<file path="config.mk">
export PLATFORM = sky130hd
export DESIGN_NAME = operand_addressing_modes
export DESIGN_NICKNAME = d
export VERILOG_FILES = /design/src/rtl/addr_modes_pkg.sv /design/src/rtl/operand_alu.sv /design/src/rtl/operand_addressing_modes.sv
export VERILOG_INCLUDE_DIRS = /design/src /design/src/rtl
export SDC_FILE = /design/constraint.sdc
export NUM_CORES = 1
export LEC_CHECK = 0
export ABC_AREA = 1
export BUFFER_PORTS_ARGS = -buffer_cell sky130_fd_sc_hd__buf_2
export CORE_MARGIN = 2
export CORE_UTILIZATION = 55
export DETAILED_ROUTE_END_ITERATION = 8
export PLACE_DENSITY_LB_ADDON = 0.12
export RECOVER_POWER = 100
export SYNTH_ARGS = -nofsm -noshare
export SYNTH_HDL_FRONTEND = slang
export SYNTH_HIERARCHICAL = 1
export SYNTH_SLANG_ARGS = --single-unit
export TNS_END_PERCENT = 100
</file>
<file path="constraint.sdc">
create_clock -name ref_clk -period 4.4 [get_ports ref_clk]
set_clock_uncertainty 0.05 [all_clocks]
set_input_delay 0.44 -clock ref_clk [delete_from_list [all_inputs] [get_ports ref_clk]]
set_output_delay 0.44 -clock ref_clk [all_outputs]
set_load 0.1 [all_outputs]
</file>
<file path="src/rtl/addr_modes_map.svh">
`ifndef ADDR_MODES_MAP_SVH
`define ADDR_MODES_MAP_SVH

// Register selector codes carried by the opcode
`define SEL_WORKING 2'h0
`define SEL_OFFSET 2'h1
`define SEL_COND 2'h2
`define SEL_STACK 2'h3

// Instruction lengths in bytes
`define LEN_TWO 2'h2
`define LEN_THREE 2'h3

// Reset values of the core registers
`define RST_WORKING 8'h00
`define RST_OFFSET 8'h00
`define RST_COND 8'h00
`define RST_STACK 8'h00

// Carry position in the condition bits
`define COND_CARRY_BIT 2

// Pointer post-increment step
`define PTR_STEP 8'h01

// Memory space select codes
`define SPACE_RAM 1'b0
`define SPACE_REG 1'b1

`endif

</file>
<file path="src/rtl/addr_modes_pkg.sv">
package addr_modes_pkg;

	typedef enum logic [3:0] {
		MODE_SRC_IMM,
		MODE_SRC_DIR,
		MODE_SRC_IDX,
		MODE_DST_DIR,
		MODE_DST_IDX,
		MODE_DST_DIR_IMM,
		MODE_DST_IDX_IMM,
		MODE_DST_DIR_DIR,
		MODE_SRC_IND_INC,
		MODE_DST_IND_INC
	} addr_mode_e;

	typedef enum logic [2:0] {
		OP_COPY,
		OP_ADD,
		OP_ADC,
		OP_SUB,
		OP_SBB,
		OP_AND,
		OP_OR,
		OP_XOR
	} alu_op_e;

endpackage : addr_modes_pkg

</file>
<file path="src/rtl/operand_alu.sv">
`timescale 1ns/1ps

// Combining unit: y = a op b; copy passes b through
module operand_alu #(
	parameter int WIDTH = 8
) (
	input wire logic [WIDTH-1:0] a,
	input wire logic [WIDTH-1:0] b,
	input wire logic carry_in,
	input wire addr_modes_pkg::alu_op_e op,
	output logic [WIDTH-1:0] y
);

	logic [WIDTH-1:0] cin_ext;

	always_comb
	begin
		cin_ext = '0;
		cin_ext[0] = carry_in;
		case (op)
			addr_modes_pkg::OP_COPY: y = b;
			addr_modes_pkg::OP_ADD: y = a + b;
			addr_modes_pkg::OP_ADC: y = a + b + cin_ext;
			addr_modes_pkg::OP_SUB: y = a - b;
			addr_modes_pkg::OP_SBB: y = a - b - cin_ext;
			addr_modes_pkg::OP_AND: y = a & b;
			addr_modes_pkg::OP_OR: y = a | b;
			addr_modes_pkg::OP_XOR: y = a ^ b;
			default: y = b;
		endcase
	end

endmodule : operand_alu

</file>
<file path="src/rtl/operand_addressing_modes.sv">
`timescale 1ns/1ps
`include "addr_modes_map.svh"

module operand_addressing_modes #(
	parameter int WIDTH = 8
) (
	input wire logic ref_clk,
	input wire logic rst_n,
	input wire logic start,
	input wire logic [3:0] mode,
	input wire logic [2:0] alu_op,
	input wire logic [1:0] reg_sel,
	input wire logic reg_space,
	input wire logic [WIDTH-1:0] opnd1,
	input wire logic [WIDTH-1:0] opnd2,
	input wire logic mem_ack,
	input wire logic [WIDTH-1:0] mem_rdata,
	output logic mem_req,
	output logic mem_we,
	output logic mem_space,
	output logic [WIDTH-1:0] mem_addr,
	output logic [WIDTH-1:0] mem_wdata,
	output logic busy,
	output logic done,
	output logic illegal,
	output logic [1:0] inst_len,
	output logic [WIDTH-1:0] working,
	output logic [WIDTH-1:0] offset,
	output logic [WIDTH-1:0] cond_bits,
	output logic [WIDTH-1:0] stack_top_ptr
);

	typedef enum logic [2:0] {
		ST_IDLE,
		ST_PTR_RD,
		ST_OPND_RD,
		ST_RES_WR,
		ST_PTR_WR,
		ST_FINISH
	} state_e;

	state_e state_q;
	addr_modes_pkg::addr_mode_e mode_q, mode_in;
	addr_modes_pkg::alu_op_e op_q, alu_fn;
	logic [1:0] sel_q, len_q;
	logic [WIDTH-1:0] b1_q, ea_q, src_q, data_q, ptr_q, ea_d;
	logic [WIDTH-1:0] working_q, offset_q, cond_q, stack_q;
	logic [WIDTH-1:0] mem_addr_q, mem_wdata_q;
	logic [WIDTH-1:0] reg_val, reg_in, alu_a, alu_b, alu_y;
	logic space_q, mem_req_q, mem_we_q, mem_space_q;
	logic done_q, illegal_q, busy_q;
	logic bad_combo, is_copy, is_indexed, is_src_mode, take, acked;

	assign mode_in = addr_modes_pkg::addr_mode_e'(mode);
	assign is_copy = alu_op == 3'(addr_modes_pkg::OP_COPY);
	assign take = start && (state_q == ST_IDLE);
	assign acked = mem_req_q && mem_ack;
	assign is_src_mode = (mode_q == addr_modes_pkg::MODE_SRC_IMM)
		|| (mode_q == addr_modes_pkg::MODE_SRC_DIR)
		|| (mode_q == addr_modes_pkg::MODE_SRC_IDX);

	// Indexed address wraps in WIDTH bits
	assign is_indexed = (mode_in == addr_modes_pkg::MODE_SRC_IDX)
		|| (mode_in == addr_modes_pkg::MODE_DST_IDX)
		|| (mode_in == addr_modes_pkg::MODE_DST_IDX_IMM);
	assign ea_d = is_indexed ? opnd1 + offset_q : opnd1;

	assign reg_in = (reg_sel == `SEL_OFFSET) ? offset_q
		: (reg_sel == `SEL_COND) ? cond_q
		: (reg_sel == `SEL_STACK) ? stack_q : working_q;

	assign reg_val = (sel_q == `SEL_OFFSET) ? offset_q
		: (sel_q == `SEL_COND) ? cond_q
		: (sel_q == `SEL_STACK) ? stack_q : working_q;

	// Mode and opcode pairings that are not allowed
	always_comb
	begin
		bad_combo = 1'b0;
		case (mode_in)
			addr_modes_pkg::MODE_SRC_IMM: bad_combo = 1'b0;
			addr_modes_pkg::MODE_SRC_DIR,
			addr_modes_pkg::MODE_SRC_IDX,
			addr_modes_pkg::MODE_DST_DIR:
				bad_combo = reg_sel[1];
			addr_modes_pkg::MODE_DST_IDX:
				bad_combo = reg_sel != `SEL_WORKING;
			addr_modes_pkg::MODE_DST_DIR_IMM,
			addr_modes_pkg::MODE_DST_IDX_IMM: bad_combo = 1'b0;
			addr_modes_pkg::MODE_DST_DIR_DIR,
			addr_modes_pkg::MODE_SRC_IND_INC,
			addr_modes_pkg::MODE_DST_IND_INC:
				bad_combo = !is_copy;
			default: bad_combo = 1'b1;
		endcase
	end

	// Memory result combines old value; register result the register
	assign alu_a = (state_q == ST_OPND_RD) ? mem_rdata : reg_val;
	assign alu_b = (state_q == ST_OPND_RD) ? src_q : data_q;
	assign alu_fn = op_q;

	operand_alu #(
		.WIDTH(WIDTH)
	) u_alu (
		.a(alu_a),
		.b(alu_b),
		.carry_in(cond_q[`COND_CARRY_BIT]),
		.op(alu_fn),
		.y(alu_y)
	);

	// Operand latches and instruction length
	always_ff @(posedge ref_clk)
	begin
		if (!rst_n)
			len_q <= `LEN_TWO;
		else if (take)
		begin
			mode_q <= mode_in;
			op_q <= addr_modes_pkg::alu_op_e'(alu_op);
			sel_q <= reg_sel;
			space_q <= reg_space;
			b1_q <= opnd1;
			ea_q <= ea_d;
			if (mode_in == addr_modes_pkg::MODE_DST_DIR_IMM
				|| mode_in == addr_modes_pkg::MODE_DST_IDX_IMM)
				src_q <= opnd2;
			else
				src_q <= reg_in;
			if (mode_in == addr_modes_pkg::MODE_DST_DIR_IMM
				|| mode_in == addr_modes_pkg::MODE_DST_IDX_IMM
				|| mode_in == addr_modes_pkg::MODE_DST_DIR_DIR)
				len_q <= `LEN_THREE;
			else
				len_q <= `LEN_TWO;
		end
	end

	always_ff @(posedge ref_clk)
	begin
		if (!rst_n)
		begin
			data_q <= '0;
			ptr_q <= '0;
		end
		else if (acked && !mem_we_q)
		begin
			if (state_q == ST_PTR_RD)
				ptr_q <= mem_rdata;
			data_q <= mem_rdata;
		end
		else if (take && mode_in == addr_modes_pkg::MODE_SRC_IMM)
			data_q <= opnd1;
	end

	// Sequencer and memory port
	always_ff @(posedge ref_clk)
	begin
		if (!rst_n)
		begin
			state_q <= ST_IDLE;
			mem_req_q <= 1'b0;
			mem_we_q <= 1'b0;
			mem_space_q <= `SPACE_RAM;
			mem_addr_q <= '0;
			mem_wdata_q <= '0;
			done_q <= 1'b0;
			illegal_q <= 1'b0;
			busy_q <= 1'b0;
		end
		else
		begin
			done_q <= 1'b0;
			illegal_q <= 1'b0;
			case (state_q)
				ST_IDLE:
				begin
					if (take && bad_combo)
						illegal_q <= 1'b1;
					else if (take)
					begin
						mem_space_q <= reg_space;
						mem_addr_q <= ea_d;
						mem_we_q <= 1'b0;
						mem_wdata_q <= reg_in;
						busy_q <= 1'b1;
						mem_req_q <= mode_in != addr_modes_pkg::MODE_SRC_IMM;
						if (mode_in == addr_modes_pkg::MODE_SRC_IMM)
							state_q <= ST_FINISH;
						else if (mode_in == addr_modes_pkg::MODE_SRC_IND_INC
							|| mode_in == addr_modes_pkg::MODE_DST_IND_INC)
							state_q <= ST_PTR_RD;
						else if (mode_in == addr_modes_pkg::MODE_DST_DIR_DIR)
						begin
							mem_space_q <= `SPACE_RAM;
							mem_addr_q <= opnd2;
							state_q <= ST_OPND_RD;
						end
						else if (is_copy && mode_in != addr_modes_pkg::MODE_SRC_DIR
							&& mode_in != addr_modes_pkg::MODE_SRC_IDX)
						begin
							mem_we_q <= 1'b1;
							if (mode_in == addr_modes_pkg::MODE_DST_DIR_IMM
								|| mode_in == addr_modes_pkg::MODE_DST_IDX_IMM)
								mem_wdata_q <= opnd2;
							state_q <= ST_RES_WR;
						end
						else
							state_q <= ST_OPND_RD;
					end
				end
				ST_PTR_RD:
				begin
					if (acked)
					begin
						mem_addr_q <= mem_rdata;
						if (mode_q == addr_modes_pkg::MODE_SRC_IND_INC)
							state_q <= ST_OPND_RD;
						else
						begin
							mem_we_q <= 1'b1;
							mem_wdata_q <= working_q;
							state_q <= ST_RES_WR;
						end
					end
				end
				ST_OPND_RD:
				begin
					if (acked && mode_q == addr_modes_pkg::MODE_SRC_IND_INC)
					begin
						mem_we_q <= 1'b1;
						mem_space_q <= space_q;
						mem_addr_q <= b1_q;
						mem_wdata_q <= ptr_q + `PTR_STEP;
						state_q <= ST_PTR_WR;
					end
					else if (acked && is_src_mode)
					begin
						mem_req_q <= 1'b0;
						state_q <= ST_FINISH;
					end
					else if (acked)
					begin
						mem_we_q <= 1'b1;
						mem_addr_q <= ea_q;
						if (mode_q == addr_modes_pkg::MODE_DST_DIR_DIR)
							mem_wdata_q <= mem_rdata;
						else
							mem_wdata_q <= alu_y;
						state_q <= ST_RES_WR;
					end
				end
				ST_RES_WR, ST_PTR_WR:
				begin
					if (acked && state_q == ST_RES_WR
						&& mode_q == addr_modes_pkg::MODE_DST_IND_INC)
					begin
						mem_space_q <= space_q;
						mem_addr_q <= b1_q;
						mem_wdata_q <= ptr_q + `PTR_STEP;
						state_q <= ST_PTR_WR;
					end
					else if (acked)
					begin
						mem_req_q <= 1'b0;
						mem_we_q <= 1'b0;
						state_q <= ST_FINISH;
					end
				end
				ST_FINISH:
				begin
					done_q <= 1'b1;
					busy_q <= 1'b0;
					state_q <= ST_IDLE;
				end
				default:
				begin
					busy_q <= 1'b0;
					state_q <= ST_IDLE;
				end
			endcase
		end
	end

	// Indirect source loads the read byte into working
	always_ff @(posedge ref_clk)
	begin
		if (!rst_n)
		begin
			working_q <= `RST_WORKING;
			offset_q <= `RST_OFFSET;
			cond_q <= `RST_COND;
			stack_q <= `RST_STACK;
		end
		else if (state_q == ST_FINISH
			&& (is_src_mode || mode_q == addr_modes_pkg::MODE_SRC_IND_INC))
		begin
			if (mode_q == addr_modes_pkg::MODE_SRC_IND_INC
				|| sel_q == `SEL_WORKING)
				working_q <= alu_y;
			else if (sel_q == `SEL_OFFSET)
				offset_q <= alu_y;
			else if (sel_q == `SEL_COND)
				cond_q <= alu_y;
			else
				stack_q <= alu_y;
		end
	end
	// Destination modes never load a core register

	assign mem_req = mem_req_q;
	assign mem_we = mem_we_q;
	assign mem_space = mem_space_q;
	assign mem_addr = mem_addr_q;
	assign mem_wdata = mem_wdata_q;
	assign busy = busy_q;
	assign done = done_q;
	assign illegal = illegal_q;
	assign inst_len = len_q;
	assign working = working_q;
	assign offset = offset_q;
	assign cond_bits = cond_q;
	assign stack_top_ptr = stack_q;

endmodule : operand_addressing_modes

</file>
==> results.cfg, run 1 <==
[worst_setup_path]
crit_path_end = mem_wdata[6]$_SDFFE_PN0P_
critPathCaptureType = flop
cp_data_required_time_ns = 4.60
reg2reg_to = mem_wdata[6]$_SDFFE_PN0P_
worstPathArrival_ns = 4.40
worstPathMaxFanout = 16
critPathKind = reg -> reg
r2r_slack_ns = 0.20
ff2ff_path_depth = 26
r2r_start = sel_q[0]$_DFFE_PP_
crit_path_start_kind = flop
worstSetupStartpoint = sel_q[0]$_DFFE_PP_

[yosys]
synth_fp_nets = 1340
synth-seq-cells = 108
postSynthCellCount = 1259
syn-cell-area_sq_um = 8180
synthArstFlopShare_pct = 0
synth_fa_ha_area_share_pct = 6.85
netlist.area_leader.share_pct = 18.1
synth.top_cells.by_area = dfxtp_1, nand2_1, edfxtp_1, nor2_1, ha_1
ys.warnings.count = 6
synth_compound_area_share_pct = 15.5
ys_types = 50
synth_area_per_cell_sq_um = 6.50
synth_mux_area_share_pct = 0
synth_top_family_by_area = simple AND/OR/NAND/NOR gates
synth_ff_type = dfxtp_1
synth-simple-area-share_pct = 36.9
ys_seq_area_share_pct = 30.6
synthXorXnorAreaFrac_pct = 0.642
synth_edf_count = 34
synth_area_leader_cell = dfxtp_1

[timing]
slew_headroom_pct = 6.76
rsz0062_at_grt = yes
setup_viol = 0
tightest_slew_ns = 1.38
fin_crit_ns = 4.20
holdWs_ns = 0.217
drv_slew = 0
fmax_mhz = 238
period_share_pct = 95.5
hold_viol_final = 0

[global_routing]
grt_pass1_wl_mm = 43.0
grt_start_max_net_pins = 60
grt_overflow = 0
antenna_found_initial = 0
grt_pass1_vias = 7688
grt_usage_pct = 34.7

[final_layout]
syn_to_final_growth_pct = 12.0
layout_commonest_cell = nand2_1
final_layout_size_suffix_gt1_share_pct = 11.4
diodes = 0
fin_cells = 1540
final_cell_mix = nand2_1, nor2_1, inv_1
finalNetCount = 1432

[floorplanning]
dieArea_sq_um = 15900
io_pins = 94
core.rowCount = 44
die_h_microns = 126
core-area_sq_um = 14500
die_width_microns = 126
start_util_pct = 56.3

[place]
dpl.cell_count = 1515
port_buffers = 92
dp_hpwl_mm = 21.6
gp_congestion = 0.991

[power_and_ir_drop]
leakage_nw = 4.02
peakVddDrop_uv = 329
powerDensity_nw_per_um2 = 618

[detailed_routing]
wl_per_cell_microns = 18.3
vias_per_cell = 5.73
dr.pass1.iters = 5
routed_wl_mm = 28.1
remaining_drc_errors = 0
top_layer = met4
vias = 8829
drt-initial-drc-count = 1012
ant_nets = 0
met2_length_mm = 12.2
met3_length_mm = 2.84
wl_met1_mm = 12.2

[cts]
cts_tree = done
cts_htree_levels = 3
clock_tree.root_cell = clkbuf_16
cts_sinks = 108
cts_buffer_depth = 2
worstSkewPairLatency_ns = 0.36
cts.clk_slew.worst_paths_ns = 0.08
numCtsBuffers = 9

[outcome]
status = finished clean

[run]
maxCapViolations = 0

[min_path]
min_path_type = in -> reg
## metal layers
layer  up-vias  track usage (%)
met3        68             7.35
met2       474             51.8
met1      3997             50.6
li1       4290                -
met4         0             10.6
met5         -                0
## worst max-delay path: stages, from the launching register on
cell      delay, ns
edfxtp_1       0.43
buf_4          0.17
ha_4           0.20
o211ai_1       0.22
o211ai_1       0.13
a31oi_2        0.22
inv_1          0.10
ha_1           0.25
fa_1           0.55
ha_1           0.21
inv_1          0.05
nor2_1         0.12
nand3_1        0.13
nor2_2         0.16
nand4_1        0.10
nand3_1        0.08
nand3_1        0.09
nand2_1        0.09
inv_1          0.07
nand2_1        0.07
nand2_1        0.05
nand2_1        0.05
o21ai_0        0.09
a21oi_1        0.13
nand2_1        0.07
nor2_1         0.14
nor2_1         0.06
## cells by family after synthesis
family / Yosys count
AOI/OAI and AO/OA: 225
xor gates and xnor gates: 6
adders and majority gates: 43
buffers and inverters: 190
DFF: 108
other: 1
and+or+nand+nor: 686
## Yosys cell counts (16+ instances only)
master and number:
dfxtp_1 74, inv_2 20, inv_1 133, edfxtp_1 34, nand2_2 17, ha_1 40, nand3_1 78, o21ai_0 76
a21oi_1 78, nor2_1 149, a31oi_1 16, o211ai_1 26, nand2_1 364, nand4_1 17
## how the worst min path moves through the flow
stage / from / endpoint / cells past startpoint
after floorplan: ptr_q[7]$_SDFFE_PN0P_ / ptr_q[7]$_SDFFE_PN0P_ / 2
after global placement: mem_space$_SDFFE_PN0P_ / mem_space$_SDFFE_PN0P_ / 2
after detailed placement: mem_space$_SDFFE_PN0P_ / mem_space$_SDFFE_PN0P_ / 2
after CTS: alu_op[0] / alu_fn[0]$_DFFE_PP_ / 1
after global routing: reg_space / space_q$_DFFE_PP_ / 1
final: alu_op[0] / alu_fn[0]$_DFFE_PP_ / 1
## cell type report
| cell class | count | area (sq um) |
|---|---|---|
| fill | 1461 | 5370 |
| multi-input combinational | 961 | 5000 |
| sequential | 108 | 2500 |
| inverter | 155 | 594 |
| timing repair buffer | 115 | 544 |
| tap | 184 | 230 |
| clock buffer | 9 | 225 |
| clock inverter | 7 | 63.8 |
| timing repair inverter | 1 | 7.51 |
## per-stage QoR
stage | utilization (%) | TNS (ns) | cell area (sq um) | worst slack [ns] | power [mW]
floorplan | - | 0 | 8180 | 0.362 | 3.91
global placement | 60.6 | 0 | 8800 | 0.182 | 4.74
detailed placement | 60.6 | 0 | 8800 | 0.117 | 4.74
CTS | 62.5 | 0 | 9090 | 0.0742 | 5.55
global route | 63.1 | -0.105 | 9170 | -0.0545 | 6.06
finish | 63.1 | 0 | 9170 | 0.199 | 5.66
## sequential cells by signal (all words and copies together) (netlist names), 2 cells and up
register,cells
cond_bits,8
sel_q,2
mode_q,4
ptr_q,8
working,8
offset,8
ea_q,8
stack_top_ptr,8
data_q,8
mem_wdata,8
state_q,3
mem_addr,8
b1_q,8
alu_fn,3
src_q,8
## repair_timing
item / CTS / global route
setup endpoints to repair: 0 / 23
resized for setup: 0 / 29
hold buffers: 0 / 0
endpoints found under the hold margin: 0 / 0
setup buffers: 0 / 8
## power breakdown
part / internal [mW] / total (mW) / switching [mW]
clock network: 0.399 / 0.808 / 0.409
logic: 0.977 / 3.60 / 2.62
registers: 1.18 / 1.26 / 0.0763
(Power assumes the default switching activity.)
==> run 2: changes to the inputs <==
==> constraint.sdc (replaced) <==
create_clock -name ref_clk -period 4.3 [get_ports ref_clk]
set_clock_uncertainty 0.05 [all_clocks]
set_input_delay 0.43 -clock ref_clk [delete_from_list [all_inputs] [get_ports ref_clk]]
set_output_delay 0.43 -clock ref_clk [all_outputs]
set_load 0.1 [all_outputs]
==> results.cfg, run 2 (synthesis results as in run 1) <==
[final_layout]
final_cell_mix = nand2_1, nor2_1, inv_1
final_layout_size_suffix_gt1_share_pct = 13.0
nFillCells = 1478
layout_commonest_cell = nand2_1
finalNetCount = 1450
regArea_sq_um = 2500
fin_cells = 1558
multi_input_area_sq_um = 5040
syn_to_final_growth_pct = 14.6
diodes = 0
final_util_pct = 64.5

[cts]
cts_htree_levels = 3
numCtsBuffers = 9
cts.clk_slew.worst_paths_ns = 0.09
cts_buffer_depth = 2
clock_tree.root_cell = clkbuf_16
cts_tree = done
cts_hold_buf = 0
cts_sinks = 108
worstSkewPairLatency_ns = 0.37

[worst_setup_path]
path_buf_inv = 6
r2r_slack_ns = 0.12
cp_data_required_time_ns = 4.55
critPathKind = reg -> reg
cp.depth = 27
cp_common_cell = nand2_1
slowest_stage = fa_2
worstPathMaxFanout = 4
critPathCaptureType = flop
crit_path_end = mem_wdata[6]$_SDFFE_PN0P_
cpLargestDelayFamily = simple AND/OR/NAND/NOR gates
max_stage_delay_ns = 0.59
r2r_start = sel_q[1]$_DFFE_PP_
reg2reg_to = mem_wdata[6]$_SDFFE_PN0P_
worstPathArrival_ns = 4.43
worstSetupStartpoint = sel_q[1]$_DFFE_PP_
crit_path_start_kind = flop
ff2ff_path_depth = 27

[detailed_routing]
ant_nets = 0
dr.pass1.iters = 6
vias = 9035
routed_wl_mm = 28.4
drt-initial-drc-count = 1231
remaining_drc_errors = 0
wl_per_cell_microns = 18.3
vias_per_cell = 5.80

[power_and_ir_drop]
leakage_nw = 4.11
finalPower_mw = 6.13
powerDensity_nw_per_um2 = 654
peakVddDrop_uv = 352

[outcome]
violations = max-capacitance violations, max-slew violations
status = finished, violations left

[floorplanning]
dieArea_sq_um = 15900
core-area_sq_um = 14500
io_pins = 94
die_h_microns = 126
core.rowCount = 44
start_util_pct = 56.3
die_width_microns = 126

[global_routing]
antenna_found_initial = 0
grt_usage_pct = 35.1
grt_pass1_vias = 7959
grt_start_max_net_pins = 60
grt_pass1_wl_mm = 43.5
grt_overflow = 0

[timing]
rsz0062_at_grt = yes
period_share_pct = 97.3
setup_viol = 0
fmax_mhz = 239
fin_crit_ns = 4.18
hold_viol_final = 0
slew_headroom_pct = -14.3
drv_slew = 28
tightest_slew_ns = 1.71

[place]
gp_congestion = 1.01
dpl.cell_count = 1522
port_buffers = 92
dp_hpwl_mm = 21.8

[run]
maxCapViolations = 1

[min_path]
min_path_type = in -> reg
worstHoldStart = reg_space
[run 2: changes by cell type in the layout (fill, tap and decap cells not counted), moves of 3 or more]
cell,before,now
a31oi_1,9,12
buf_2,24,19
buf_4,22,39
clkbuf_1,69,74
ha_1,33,30
inv_1,135,131
inv_2,16,20
nand2_1,367,364
[run 2: area by class of cell]
cell class,instances,share of cell area [%]
repair buffers,134,7.38
clock buffers,9,2.40
multi-input cells,961,53.7
clock inverters,7,1.00
well taps,184,2.46
flip-flops and latches,108,26.7
inverters,155,6.34
[run 2: routing by layer]
layer	wire (microns)	GRT usage (%)
met1	12100	50.7
met2	12600	53.0
met3	3010	6.92
met4	787	11.0
met5	0	0
[run 2: per-stage QoR]
stage | setup TNS [ns] | hold slack [ns] | area [sq um] | worst slack (ns)
6_report | 0 | 0.197 | 9380 | 0.116
4_1_cts | 0 | 0.190 | 9210 | 0.0589
2_1_floorplan | 0 | 0.400 | 8180 | 0.262
3_3_place_gp | 0 | 0.398 | 8850 | 0.0246
5_1_grt | -0.271 | 0.190 | 9380 | -0.0837
3_5_place_dp | -0.0000524 | 0.406 | 8850 | -0.0000524
[run 2: repair_timing]
action | in CTS | in global routing
gates resized for setup | 2 | 49
cloned | 0 | 0
setup buffers | 4 | 16
hold endpoints to repair | 0 | 0
pin swaps | 0 | 24
setup endpoints to repair | 1 | 21
[run 2: where the power goes]
group / total (mW) / internal (mW) / switching, mW
Sequential: 1.28 / 1.21 / 0.0754
Clock: 0.891 / 0.428 / 0.463
Combinational: 3.95 / 1.15 / 2.81
[run 2: worst min path at each step]
stage | endpoint | cells after the start | slack [ns]
final | space_q$_DFFE_PP_ | 1 | 0.20
after global routing | space_q$_DFFE_PP_ | 1 | 0.19
after CTS | space_q$_DFFE_PP_ | 1 | 0.19
after detailed placement | mem_space$_SDFFE_PN0P_ | 2 | 0.41
after global placement | mem_space$_SDFFE_PN0P_ | 2 | 0.40
after floorplan | ptr_q[7]$_SDFFE_PN0P_ | 2 | 0.40
